`src/design/synth_ctrl_map.svh`:
```
// Word codes, field positions, reset values and timing counts.
// Assumes inclusion by bare name from design files.
`ifndef SYNTH_CTRL_MAP_SVH
`define SYNTH_CTRL_MAP_SVH
`define WORD_LEN          26
`define CODE_MODE         2'h0
`define CODE_CAL          2'h1
`define CODE_FREQ_ONE     2'h2
`define CODE_FREQ_TWO     2'h3
`define ONE_REF_DIV_HI    3
`define ONE_REF_DIV_LO    2
`define ONE_M_HI          15
`define ONE_M_LO          10
`define ONE_A_HI          9
`define ONE_A_LO          6
`define ONE_MOD_RUN       17
`define ONE_FRAC_SEL      18
`define ONE_RSVD_HIGH     19
`define ONE_ME_HI         23
`define ONE_ME_LO         20
`define TWO_ME_HI         12
`define TWO_ME_LO         2
`define TWO_FN_HI         20
`define TWO_FN_LO         13
`define TWO_RSVD_HI       23
`define TWO_RSVD_LO       21
`define MODE_PRESCALE     23
`define CAL_ENABLE        20
`define FREQ_ONE_RESET    26'h0080000
`define CAL_RESET         26'h0000000
`define MODE_RESET        26'h0000000
`define FREQ_TWO_RESET    26'h0000000
`define HALF_PERIOD_CYC   4
// Host register offsets
`define HREG_DATA         2'h0
`define HREG_CTRL         2'h1
`define HREG_STATUS       2'h2
`endif

```
`src/design/synth_ctrl_pkg.sv`:
```
// Types for the synthesizer control link: word type for the device end, state type for the host end.
// Assumes synth_ctrl_map.svh supplies offsets, positions and counts.
package synth_ctrl_pkg;
    typedef logic [25:0] ctrl_word_t;
    typedef enum logic [2:0] {
        HOST_IDLE  = 3'b001,
        HOST_SHIFT = 3'b010,
        HOST_LATCH = 3'b100
    } host_state_e;
endpackage

```
`src/design/synth_link_if.sv`:
```
// Three-wire serial link between host controller and synthesizer end.
// Assumes the bench joins the two modports; all wires one-way.
`timescale 1ns/10ps
interface synth_link_if;
    logic serial_clock;
    logic serial_data;
    logic load_enable;
    modport host (output serial_clock, output serial_data, output load_enable);
    modport device (input serial_clock, input serial_data, input load_enable);
endinterface

```
`src/design/bit_sync.sv`:
```
// Two-flop synchroniser for one level.
// Assumes d comes from outside the clock domain.
`timescale 1ns/10ps
module bit_sync (
    input  wire logic clock,
    input  wire logic resetn,
    input  wire logic d,
    output logic      q
);
    logic meta_q;
    always_ff @(posedge clock or negedge resetn) begin
        if (!resetn) begin
            meta_q <= 1'b0;
            q      <= 1'b0;
        end else begin
            meta_q <= d;
            q      <= meta_q;
        end
    end
endmodule

```
`src/design/synth_device.sv`:
```
// Synthesizer end: serial shift register and control word decode.
// Assumes link pins are asynchronous to clock; samples them twice.
// Assumes one host drives the link and ends each frame with a load pulse.
// Behaviour
// - Code 10 updates first frequency register
// - Code 11 updates second frequency register
// - Bits 3:2 select divide 8,4,2,1
// - Bits 15:10 M, bits 9:6 A
// - In 8/9 mode bit 9 ignored
// - Bit 17 low holds modulator reset
// - Bit 18 selects integer or fractional
// - Host sets first-word bit 19 high
// - First-word bits 23:20 give extender 3:0
// - Second-word bits 12:2 give extender 14:4
// - Second-word bits 20:13 give fraction code
// - Host clears second-word bits 23:21
// - Calibration bits map to tuning-loop fields
// - Mode bit 23 picks 8/9 or 16/17
// - Calibration bit 20 enables tuning loop
//
// Our own choices: the strobed register port and the address map.
`timescale 1ns/10ps
`include "synth_ctrl_map.svh"
module synth_device
    import synth_ctrl_pkg::*;
(
    input  wire logic        clock,
    input  wire logic        resetn,
    synth_link_if.device     link,
    output logic      [3:0]  ref_divide_ratio,
    output logic      [5:0]  m_count,
    output logic      [3:0]  a_count,
    output logic             prescaler_16_17,
    output logic             modulator_reset,
    output logic             fractional_mode,
    output logic      [14:0] modulus_extender,
    output logic      [7:0]  fraction_code,
    output logic      [1:0]  tuning_loop_clock_delay,
    output logic      [4:0]  tuning_loop_temp_trim,
    output logic             tuning_loop_temp_trim_en,
    output logic      [7:0]  tuning_loop_test_select,
    output logic             tuning_loop_flag_force,
    output logic             tuning_loop_flag_level,
    output logic             tuning_loop_enable,
    output logic             word_done
);
    ////////////////////////////////////////////////////////////////////////////
    // Link pins after two flops each
    logic        sclk_s;
    logic        sdata_s;
    logic        load_s;
    logic        sclk_prev_q;
    logic        load_prev_q;
    logic [25:0] shift_q;
    logic [5:0]  count_q;
    ctrl_word_t  mode_q;
    ctrl_word_t  cal_q;
    ctrl_word_t  one_q;
    ctrl_word_t  two_q;

    // Clock and data pass equal flop chains, so their skew is kept
    bit_sync u_sclk (
        .clock  (clock),
        .resetn (resetn),
        .d      (link.serial_clock),
        .q      (sclk_s)
    );
    bit_sync u_data (
        .clock  (clock),
        .resetn (resetn),
        .d      (link.serial_data),
        .q      (sdata_s)
    );
    bit_sync u_load (
        .clock  (clock),
        .resetn (resetn),
        .d      (link.load_enable),
        .q      (load_s)
    );

    ////////////////////////////////////////////////////////////////////////////
    // Frame capture

    // Address code of a word sits in its two lowest bits
    function automatic logic code_is(input ctrl_word_t word, input logic [1:0] code);
        code_is = word[1:0] == code;
    endfunction

    wire        sclk_rise = sclk_s && !sclk_prev_q;
    wire        load_rise = load_s && !load_prev_q;
    // Short or long frames are dropped rather than half-applied
    wire        full_word = count_q == 6'(`WORD_LEN);
    // Count saturates so a runaway frame never wraps back to a full count
    wire        count_sat = count_q == 6'h3f;
    wire        latch     = load_rise && full_word;
    wire [5:0]  count_d   = load_rise               ? 6'h0          :
                            !sclk_rise              ? count_q       :
                            (full_word || count_sat) ? 6'h3f        :
                            count_q + 6'h1;
    wire [25:0] shift_d   = (sclk_rise && !load_rise) ? {shift_q[24:0], sdata_s} : shift_q;

    wire        wr_mode   = latch && code_is(shift_q, `CODE_MODE);
    wire        wr_cal    = latch && code_is(shift_q, `CODE_CAL);
    wire        wr_one    = latch && code_is(shift_q, `CODE_FREQ_ONE);
    wire        wr_two    = latch && code_is(shift_q, `CODE_FREQ_TWO);

    always_ff @(posedge clock or negedge resetn) begin
        if (!resetn) begin
            sclk_prev_q <= 1'b0;
            load_prev_q <= 1'b0;
        end else begin
            sclk_prev_q <= sclk_s;
            load_prev_q <= load_s;
        end
    end

    always_ff @(posedge clock or negedge resetn) begin
        if (!resetn) begin
            shift_q <= 26'h0;
            count_q <= 6'h0;
        end else begin
            shift_q <= shift_d;
            count_q <= count_d;
        end
    end

    // One pulse per accepted word, in step with the register update
    always_ff @(posedge clock or negedge resetn) begin
        if (!resetn)
            word_done <= 1'b0;
        else
            word_done <= latch;
    end

    ////////////////////////////////////////////////////////////////////////////
    // Register bank; each word keeps its last accepted value

    // Mode word kept only for the prescaler choice
    always_ff @(posedge clock or negedge resetn) begin
        if (!resetn)
            mode_q <= `MODE_RESET;
        else if (wr_mode)
            mode_q <= shift_q;
    end

    always_ff @(posedge clock or negedge resetn) begin
        if (!resetn)
            cal_q <= `CAL_RESET;
        else if (wr_cal)
            cal_q <= shift_q;
    end

    always_ff @(posedge clock or negedge resetn) begin
        if (!resetn)
            one_q <= `FREQ_ONE_RESET;
        else if (wr_one)
            one_q <= shift_q;
    end

    always_ff @(posedge clock or negedge resetn) begin
        if (!resetn)
            two_q <= `FREQ_TWO_RESET;
        else if (wr_two)
            two_q <= shift_q;
    end

    ////////////////////////////////////////////////////////////////////////////
    // Field decode
    wire [1:0]  rdiv     = one_q[`ONE_REF_DIV_HI:`ONE_REF_DIV_LO];
    wire [3:0]  a_raw    = one_q[`ONE_A_HI:`ONE_A_LO];
    wire        p16      = mode_q[`MODE_PRESCALE];
    wire [10:0] ext_high = two_q[`TWO_ME_HI:`TWO_ME_LO];
    wire [3:0]  ext_low  = one_q[`ONE_ME_HI:`ONE_ME_LO];

    // Extender halves come from two words; a lone write leaves a mixed value
    assign ref_divide_ratio = 4'h8 >> rdiv;
    assign m_count          = one_q[`ONE_M_HI:`ONE_M_LO];
    assign prescaler_16_17  = p16;
    // Top A bit forced low in 8/9 mode so downstream never sees it
    assign a_count          = p16 ? a_raw : {1'b0, a_raw[2:0]};
    assign modulator_reset  = !one_q[`ONE_MOD_RUN];
    assign fractional_mode  = one_q[`ONE_FRAC_SEL];
    assign modulus_extender = {ext_high,
                               ext_low};
    assign fraction_code    = two_q[`TWO_FN_HI:`TWO_FN_LO];

    // Tuning-loop fields; all are expected to stay zero in normal use
    assign tuning_loop_clock_delay  = cal_q[3:2];
    assign tuning_loop_temp_trim    = cal_q[8:4];
    assign tuning_loop_temp_trim_en = cal_q[9];
    assign tuning_loop_test_select  = cal_q[17:10];
    assign tuning_loop_flag_force   = cal_q[18];
    assign tuning_loop_flag_level   = cal_q[19];
    assign tuning_loop_enable       = cal_q[`CAL_ENABLE];
endmodule

```
`src/flat_wrapper.sv`:
```
// flat-port wrapper written by rule: the top's interface ports become plain ports
module synth_device_flat import synth_ctrl_pkg::*;
  (clock, resetn, ref_divide_ratio, m_count, a_count, prescaler_16_17, modulator_reset, fractional_mode, modulus_extender, fraction_code, tuning_loop_clock_delay, tuning_loop_temp_trim, tuning_loop_temp_trim_en, tuning_loop_test_select, tuning_loop_flag_force, tuning_loop_flag_level, tuning_loop_enable, word_done, link_serial_clock, link_serial_data, link_load_enable);
  synth_link_if link_i ();
  input  wire logic clock;
  input  wire logic resetn;
  output logic      [3:0] ref_divide_ratio;
  output logic      [5:0] m_count;
  output logic      [3:0] a_count;
  output logic prescaler_16_17;
  output logic modulator_reset;
  output logic fractional_mode;
  output logic      [14:0] modulus_extender;
  output logic      [7:0] fraction_code;
  output logic      [1:0] tuning_loop_clock_delay;
  output logic      [4:0] tuning_loop_temp_trim;
  output logic tuning_loop_temp_trim_en;
  output logic      [7:0] tuning_loop_test_select;
  output logic tuning_loop_flag_force;
  output logic tuning_loop_flag_level;
  output logic tuning_loop_enable;
  output logic word_done;
  input wire logic [$bits(link_i.serial_clock)-1:0] link_serial_clock;
  input wire logic [$bits(link_i.serial_data)-1:0] link_serial_data;
  input wire logic [$bits(link_i.load_enable)-1:0] link_load_enable;
  assign link_i.serial_clock = link_serial_clock;
  assign link_i.serial_data = link_serial_data;
  assign link_i.load_enable = link_load_enable;
  synth_device u_core (.clock(clock), .resetn(resetn), .link(link_i), .ref_divide_ratio(ref_divide_ratio), .m_count(m_count), .a_count(a_count), .prescaler_16_17(prescaler_16_17), .modulator_reset(modulator_reset), .fractional_mode(fractional_mode), .modulus_extender(modulus_extender), .fraction_code(fraction_code), .tuning_loop_clock_delay(tuning_loop_clock_delay), .tuning_loop_temp_trim(tuning_loop_temp_trim), .tuning_loop_temp_trim_en(tuning_loop_temp_trim_en), .tuning_loop_test_select(tuning_loop_test_select), .tuning_loop_flag_force(tuning_loop_flag_force), .tuning_loop_flag_level(tuning_loop_flag_level), .tuning_loop_enable(tuning_loop_enable), .word_done(word_done));
endmodule
```
`config.mk`:
```
export PLATFORM = sky130hd
export DESIGN_NAME = synth_device_flat
export DESIGN_NICKNAME = d
export VERILOG_FILES = /design/src/design/synth_ctrl_pkg.sv /design/src/design/synth_link_if.sv /design/src/design/bit_sync.sv /design/src/design/synth_device.sv /design/src/flat_wrapper.sv
export VERILOG_INCLUDE_DIRS = /design/src /design/src/design
export SDC_FILE = /design/constraint.sdc
export NUM_CORES = 1
export LEC_CHECK = 0
export ABC_AREA = 1
export BUFFER_PORTS_ARGS = -buffer_cell sky130_fd_sc_hd__clkbuf_2
export CAP_MARGIN = 20
export CORE_ASPECT_RATIO = 1.5
export CORE_MARGIN = 2
export CORE_UTILIZATION = 56
export DETAILED_ROUTE_END_ITERATION = 6
export PLACE_DENSITY = 0.82
export SETUP_SLACK_MARGIN = 0.3
export SLEW_MARGIN = 20
export SYNTH_ARGS = -nofsm -noshare
export SYNTH_HDL_FRONTEND = slang
export SYNTH_SLANG_ARGS = --single-unit
```
`constraint.sdc`:
```
create_clock -name clock -period 1.9 [get_ports clock]
set_input_delay 0.475 -clock clock [delete_from_list [all_inputs] [get_ports clock]]
set_output_delay 0.475 -clock clock [all_outputs]
set_load 0.05 [all_outputs]
```
== After elaboration in Yosys (flattened, before gate mapping) ==
Cells that the tools add are included.
Cells by class
  add/subtract/negate cells: 1
  reductions and logical operators: 15
  shifts and indexed selects: 1
  mux-type cells: 4
  eq/ne operators: 5
Operators by type and width (number)
  6-bit two-way mux: 3
  1-bit logical AND: 8
  6-bit by 1-bit adder with 6-bit output (second input constant): 1
  6-bit by 5-bit equality test with 1-bit output (second input constant): 1
  6-bit equality test (second input constant): 1
  2-bit equality test (second input constant): 2
  1-bit zero test: 4
  4-bit two-way mux: 1
  4-bit by 2-bit right shift with 4-bit output (first input constant): 1
  2-bit by 1-bit equality test with 1-bit output (second input constant): 1
  2-bit zero test: 1
  2-bit nonzero test: 1
  1-bit logical OR: 1
Storage, ports and cells
  output and inout port bits: 60
  logic and storage cells: 41
  input port bits: 5
  flip-flop bits (word level): 129

== Depth between registers and ports, before layout ==
  word-level depth: 5
  gate-level depth with buffers: 10
  gate-level depth less buffers: 9

== Hierarchy ==
From an unflattened synthesis, not the netlist that was laid out.
Unflattened totals
  cell total of the unflattened synthesis: 385
  area, all modules: 3916.3 um^2
Modules (own cells, without submodules)
  synth_device: sequential area each 2252.2 um^2, cells each 379, times used 1, area each 3766.1 um^2
  bit_sync: sequential area each 50.0 um^2, cells each 2, times used 3, area each 50.0 um^2

== Worst setup path after synthesis ==
No wires, ideal clock.
  path kind: reg-to-output
  from: register u_core.one_q[2]
  to: output port ref_divide_ratio[1]
  setup slack: 0.361 ns
  required time: 1.425 ns
  data arrival time: 1.064 ns
  buffers on the path: 0
  stages on the path, launching flop included: 2
  path through: dfrtp_1 -> nor2_1
On the way
  word-level cells in the longest chain between the ends: 1
RTL lines
  start: declaration: RTL line synth_device.sv:58  | ctrl_word_t one_q;
  start signal: assignment: RTL line synth_device.sv:155  | one_q <= `FREQ_ONE_RESET;
  start signal: assignment: RTL line synth_device.sv:157  | one_q <= shift_q;
  4-bit by 2-bit right shift with 4-bit output: RTL line synth_device.sv:176  | assign ref_divide_ratio = 4'h8 >> rdiv;
  end: declaration: RTL line flat_wrapper.sv:7  | output logic [3:0] ref_divide_ratio;
Every way passes these cells.

== Final worst setup path ==
  from: register u_core.one_q[2]
  to: output port ref_divide_ratio[3]
The elaborated chain is that of the path after synthesis.

==> Flow_metrics.wiki <==
{| class="wikitable"
! Metric !! Value
|-
| Status || finished clean
|-
| Total inserted antenna cells || 0
|-
| Number of buffers added by the clock tree synthesis step || 9
|-
| Critical path cell sequence || nor2_2, buf_8
|-
| Net count after synthesis || 450
|-
| HPWL reported at the end of detailed placement || 5694 um
|-
| Crit end category || primary output
|-
| Setup violators final || 0
|-
| Portion of the clock cycle consumed by the worst path in the final layout || 84.49%
|-
| Met1 Use GR || 30.08%
|-
| Post-layout net count || 515
|-
| Share of synthesized cell area in full adder, half adder and majority cells || 0.6264%
|-
| Total die area || 7840 um2
|-
| Yosys cell types || 20
|-
| Final Hold Fails || 0
|-
| Worst relative slew slack || 71.14%
|-
| Worst path arrival time || 1.13 ns
|-
| Pin slew with the least headroom to its limit || 0.4329 ns
|-
| Global-route wire length before repair || 14630 um
|-
| Maximum VDD drop || 0.9369 mV
|-
| Met2 GRT Util || 41.95%
|-
| Critical path required time || 1.42 ns
|-
| Met3 routing resource usage after global routing || 4.307%
|-
| Post-synth top area cell || sky130_fd_sc_hd__dfrtp_1
|-
| Layer carrying the most global-route usage || met2
|-
| Post-synthesis cell area || 3995 um2
|-
| Detail-routed net length per standard cell || 16.34 um
|-
| Class of the tightest hold or removal check || in2async
|-
| Clock tree from TritonCTS || done
|-
| Io pins || 65
|-
| Clock slew seen by the registers of the worst setup and hold paths || 0.09 ns
|-
| Final critical-path required period || 1.605 ns
|-
| Total power draw || 3976 uW
|-
| Max-cap viol count || 0
|-
| CTS Hold Bufs || 0
|-
| Final worst hold slack || 0.04361 ns
|-
| Largest cells by area after synthesis || sky130_fd_sc_hd__dfrtp_1 60%, sky130_fd_sc_hd__nand2_1 19%, sky130_fd_sc_hd__nand3_1 5.1%
|-
| Number of global-route vias before repair || 3119
|-
| Register bit count reported by yosys || 96
|-
| Yosys top cell area share || 60.13%
|-
| Total track usage || 24.58%
|-
| Number of pins exceeding their max-slew limit in the final report || 0
|-
| Width of the die || 72.97 um
|-
| Placer's final routability congestion estimate || 0.8460
|-
| Share of synthesized area spent on multiplexers || 0%
|-
| Initial DRC count || 381
|-
| Crit path setup slack, layout || 0.2948 ns
|-
| Buffer levels on the longest clock path || 2
|-
| Overall die height || 107.4 um
|-
| Via density per instance || 5.642
|-
| Leakage power || 0.002725 uW
|-
| Layout Skew || 0.01414 ns
|-
| Post-Synth XOR/XNOR Area || 0%
|-
| Area added between synthesis and finish || 19.35%
|-
| Post-synthesis compound-gate area fraction || 3.946%
|-
| Post-Synth Simple-Gate Area || 27.56%
|-
| Count of unresolved DRC violations after routing || 0
|-
| Sum of negative setup slack || 0 ns
|-
| Maximum number of pins on one net before global-route repair || 34
|-
| CP max stage cell || sky130_fd_sc_hd__dfrtp_2
|-
| Total global routing overflow || 0
|-
| Peak Freq || 623.0 MHz
|-
| Worst slack at placement || 0.1741 ns
|-
| Maximum net fanout on the critical path || 5
|-
| Gate Count Post-Synth || 443
|-
| Vias || 3329
|-
| Register area share after synthesis || 60.13%
|-
| Count of H-tree levels built during CTS || 3
|-
| Largest family of logic cells by synthesized area || simple AND/OR/NAND/NOR gates
|-
| DRT Pass-1 Iters || 5
|-
| Initial antenna violation count || 0
|-
| Number of buffers inserted by port buffering || 64
|-
| RSZ-0062 raised after global routing || true
|-
| Detail Route Antenna Nets || 0
|-
| Buffer type at the clock tree root || sky130_fd_sc_hd__clkbuf_8
|-
| Fill cell instance count of the final layout || 500
|-
| CP peak stage delay || 0.46 ns
|-
| Count of yosys warnings during synthesis || 0
|-
| Clk Latency, worst-skew pair || 0.36 ns
|-
| Initial cell density of the core || 57.92%
|-
| Cell area power density || 833.9 nW/um2
|-
| Detailed Route WL || 9638 um
|-
| Fraction of layout cells with a size suffix above 1 || 24.41%
|-
| Synth Area per Inst || 9.018 um2
|-
| Core outline area || 6898 um2
|-
| Clock Sinks || 96
|-
| Total number of placement rows || 37
|-
| Critical path class || reg2out
|-
| Startpoint types || flop
|}
==> timing repair <==
item | CTS | global route
endpoints found under the hold margin | 0 | 0
pin swaps | 2 | 5
endpoints found under the setup margin | 49 | 69
cloned | 1 | 5
resized for setup | 18 | 34
buffers inserted | 5 | 2
==> metal layers <==
| layer | up-vias | routed length, um | share of wire (%) |
|---|---|---|---|
| li1 | 1507 | - | - |
| met1 | 1628 | 3681 | 38 |
| met2 | 162 | 5103 | 53 |
| met3 | 32 | 551 | 5.7 |
| met4 | 0 | 301 | 3.1 |
| met5 | - | 0 | 0 |
==> worst max-delay path, delay by kind of cell (launching register included) <==
kind | cells | cell delay, ns
DFF | 1 | 0.46
buffers and inverters | 1 | 0.16
and+or+nand+nor | 1 | 0.16
==> layout by cell type (no fill, tap or decap) <==
| master | instances |
|---|---|
| sky130_fd_sc_hd__nand2_1 | 204 |
| sky130_fd_sc_hd__dfrtp_1 | 94 |
| sky130_fd_sc_hd__clkbuf_2 | 58 |
| sky130_fd_sc_hd__nand3_1 | 41 |
| sky130_fd_sc_hd__o21ai_1 | 17 |
| sky130_fd_sc_hd__inv_1 | 13 |
| sky130_fd_sc_hd__o21ai_0 | 12 |
| sky130_fd_sc_hd__buf_4 | 12 |
| sky130_fd_sc_hd__clkbuf_8 | 10 |
| sky130_fd_sc_hd__nor2_4 | 7 |
| sky130_fd_sc_hd__inv_2 | 5 |
| sky130_fd_sc_hd__nand2_8 | 4 |
| sky130_fd_sc_hd__nor2_1 | 4 |
| sky130_fd_sc_hd__nor2_2 | 4 |
| sky130_fd_sc_hd__buf_12 | 4 |
| sky130_fd_sc_hd__buf_8 | 3 |
| sky130_fd_sc_hd__bufinv_16 | 2 |
| sky130_fd_sc_hd__nand2_4 | 2 |
| sky130_fd_sc_hd__buf_6 | 2 |
| sky130_fd_sc_hd__dfrtp_2 | 2 |
| sky130_fd_sc_hd__nand3_2 | 1 |
| sky130_fd_sc_hd__inv_12 | 1 |
| sky130_fd_sc_hd__o211ai_1 | 1 |
| sky130_fd_sc_hd__nor2_8 | 1 |
| sky130_fd_sc_hd__o21ai_2 | 1 |
| sky130_fd_sc_hd__ha_2 | 1 |
| sky130_fd_sc_hd__ha_1 | 1 |
| sky130_fd_sc_hd__clkinv_2 | 1 |
| sky130_fd_sc_hd__clkinvlp_4 | 1 |
| sky130_fd_sc_hd__clkinv_4 | 1 |
| sky130_fd_sc_hd__clkinv_8 | 1 |
| sky130_fd_sc_hd__clkbuf_4 | 1 |
==> worst paths after layout <==
kind	startpoint	end	slack [ns]	cells past startpoint
max in group asynchronous	resetn	u_core.shift_q[3]$_DFFE_PN0P_	1.21	2
worst min register to register	u_core.u_data.meta_q$_DFF_PN0_	u_core.u_data.q$_DFF_PN0_	0.35	0
min in group clock	link_load_enable	u_core.u_load.meta_q$_DFF_PN0_	0.22	1
worst max register to register	u_core.count_q[0]$_DFFE_PN0P_	u_core.cal_q[4]$_DFFE_PN0P_	0.34	9
worst min-delay path	resetn	u_core.cal_q[20]$_DFFE_PN0P_	0.04	1
worst max-delay path	u_core.one_q[2]$_DFFE_PN0P_	ref_divide_ratio[3]	0.29	2
==> flip-flops by register name, indices dropped and copies added, names as in the netlist <==
| signal | flops |
|---|---|
| u_core.u_sclk.meta_q | 1 |
| u_core.shift_q | 24 |
| u_core.mode_q | 1 |
| u_core.word_done | 1 |
| u_core.u_data.q | 1 |
| u_core.one_q | 18 |
| u_core.u_data.meta_q | 1 |
| u_core.count_q | 6 |
| u_core.two_q | 19 |
| u_core.u_load.q | 1 |
| u_core.load_prev_q | 1 |
| u_core.u_load.meta_q | 1 |
| u_core.sclk_prev_q | 1 |
| u_core.cal_q | 19 |
| u_core.u_sclk.q | 1 |
==> power breakdown <==
group | internal [uW] | switching [uW] | leakage [uW]
Clock | 770 | 689 | 0.000108
Sequential | 2120 | 109 | 0.00131
Combinational | 74.5 | 217 | 0.00131
Total | 2960 | 1010 | 0.00273
==> cell usage after synthesis (all sizes together) <==
| library cell | count |
|---|---|
| o21ai | 30 |
| clkbuf | 3 |
| inv | 19 |
| nor2 | 14 |
| nand2 | 207 |
| nand3 | 42 |
| dfrtp | 96 |
| buf | 29 |
| ha | 2 |
| o211ai | 1 |
==> cell families (layout without fill, tap and decap cells) <==
group,count (synthesis),count (layout)
buffers and inverters,51,115
adders and majority gates,2,2
AOI/OAI and AO/OA,31,31
and+or+nand+nor,263,268
DFF,96,96
==> stage by stage <==
step / cell area (um2) / util [%] / cells
finish: 4768 / 69.13 / 590
global route: 4768 / 69.13 / 590
global placement: 4263 / 61.80 / 562
CTS: 4623 / 67.02 / 583
detailed placement: 4263 / 61.80 / 562
floorplan: 3995 / - / 443
==> layout make-up <==
type                    count  area [um2]  area share (%)
multi-input cells         301        1411           29.60
clock buffers              10       137.6           2.886
repair inverters            1       16.27          0.3411
flip-flops and latches     96        2405           50.43
well taps                  78       97.59           2.047
clock inverters             5       81.33           1.706
inverters                  19       83.83           1.758
repair buffers             80       535.5           11.23
No activity file was read; power rests on OpenSTA's default activity.
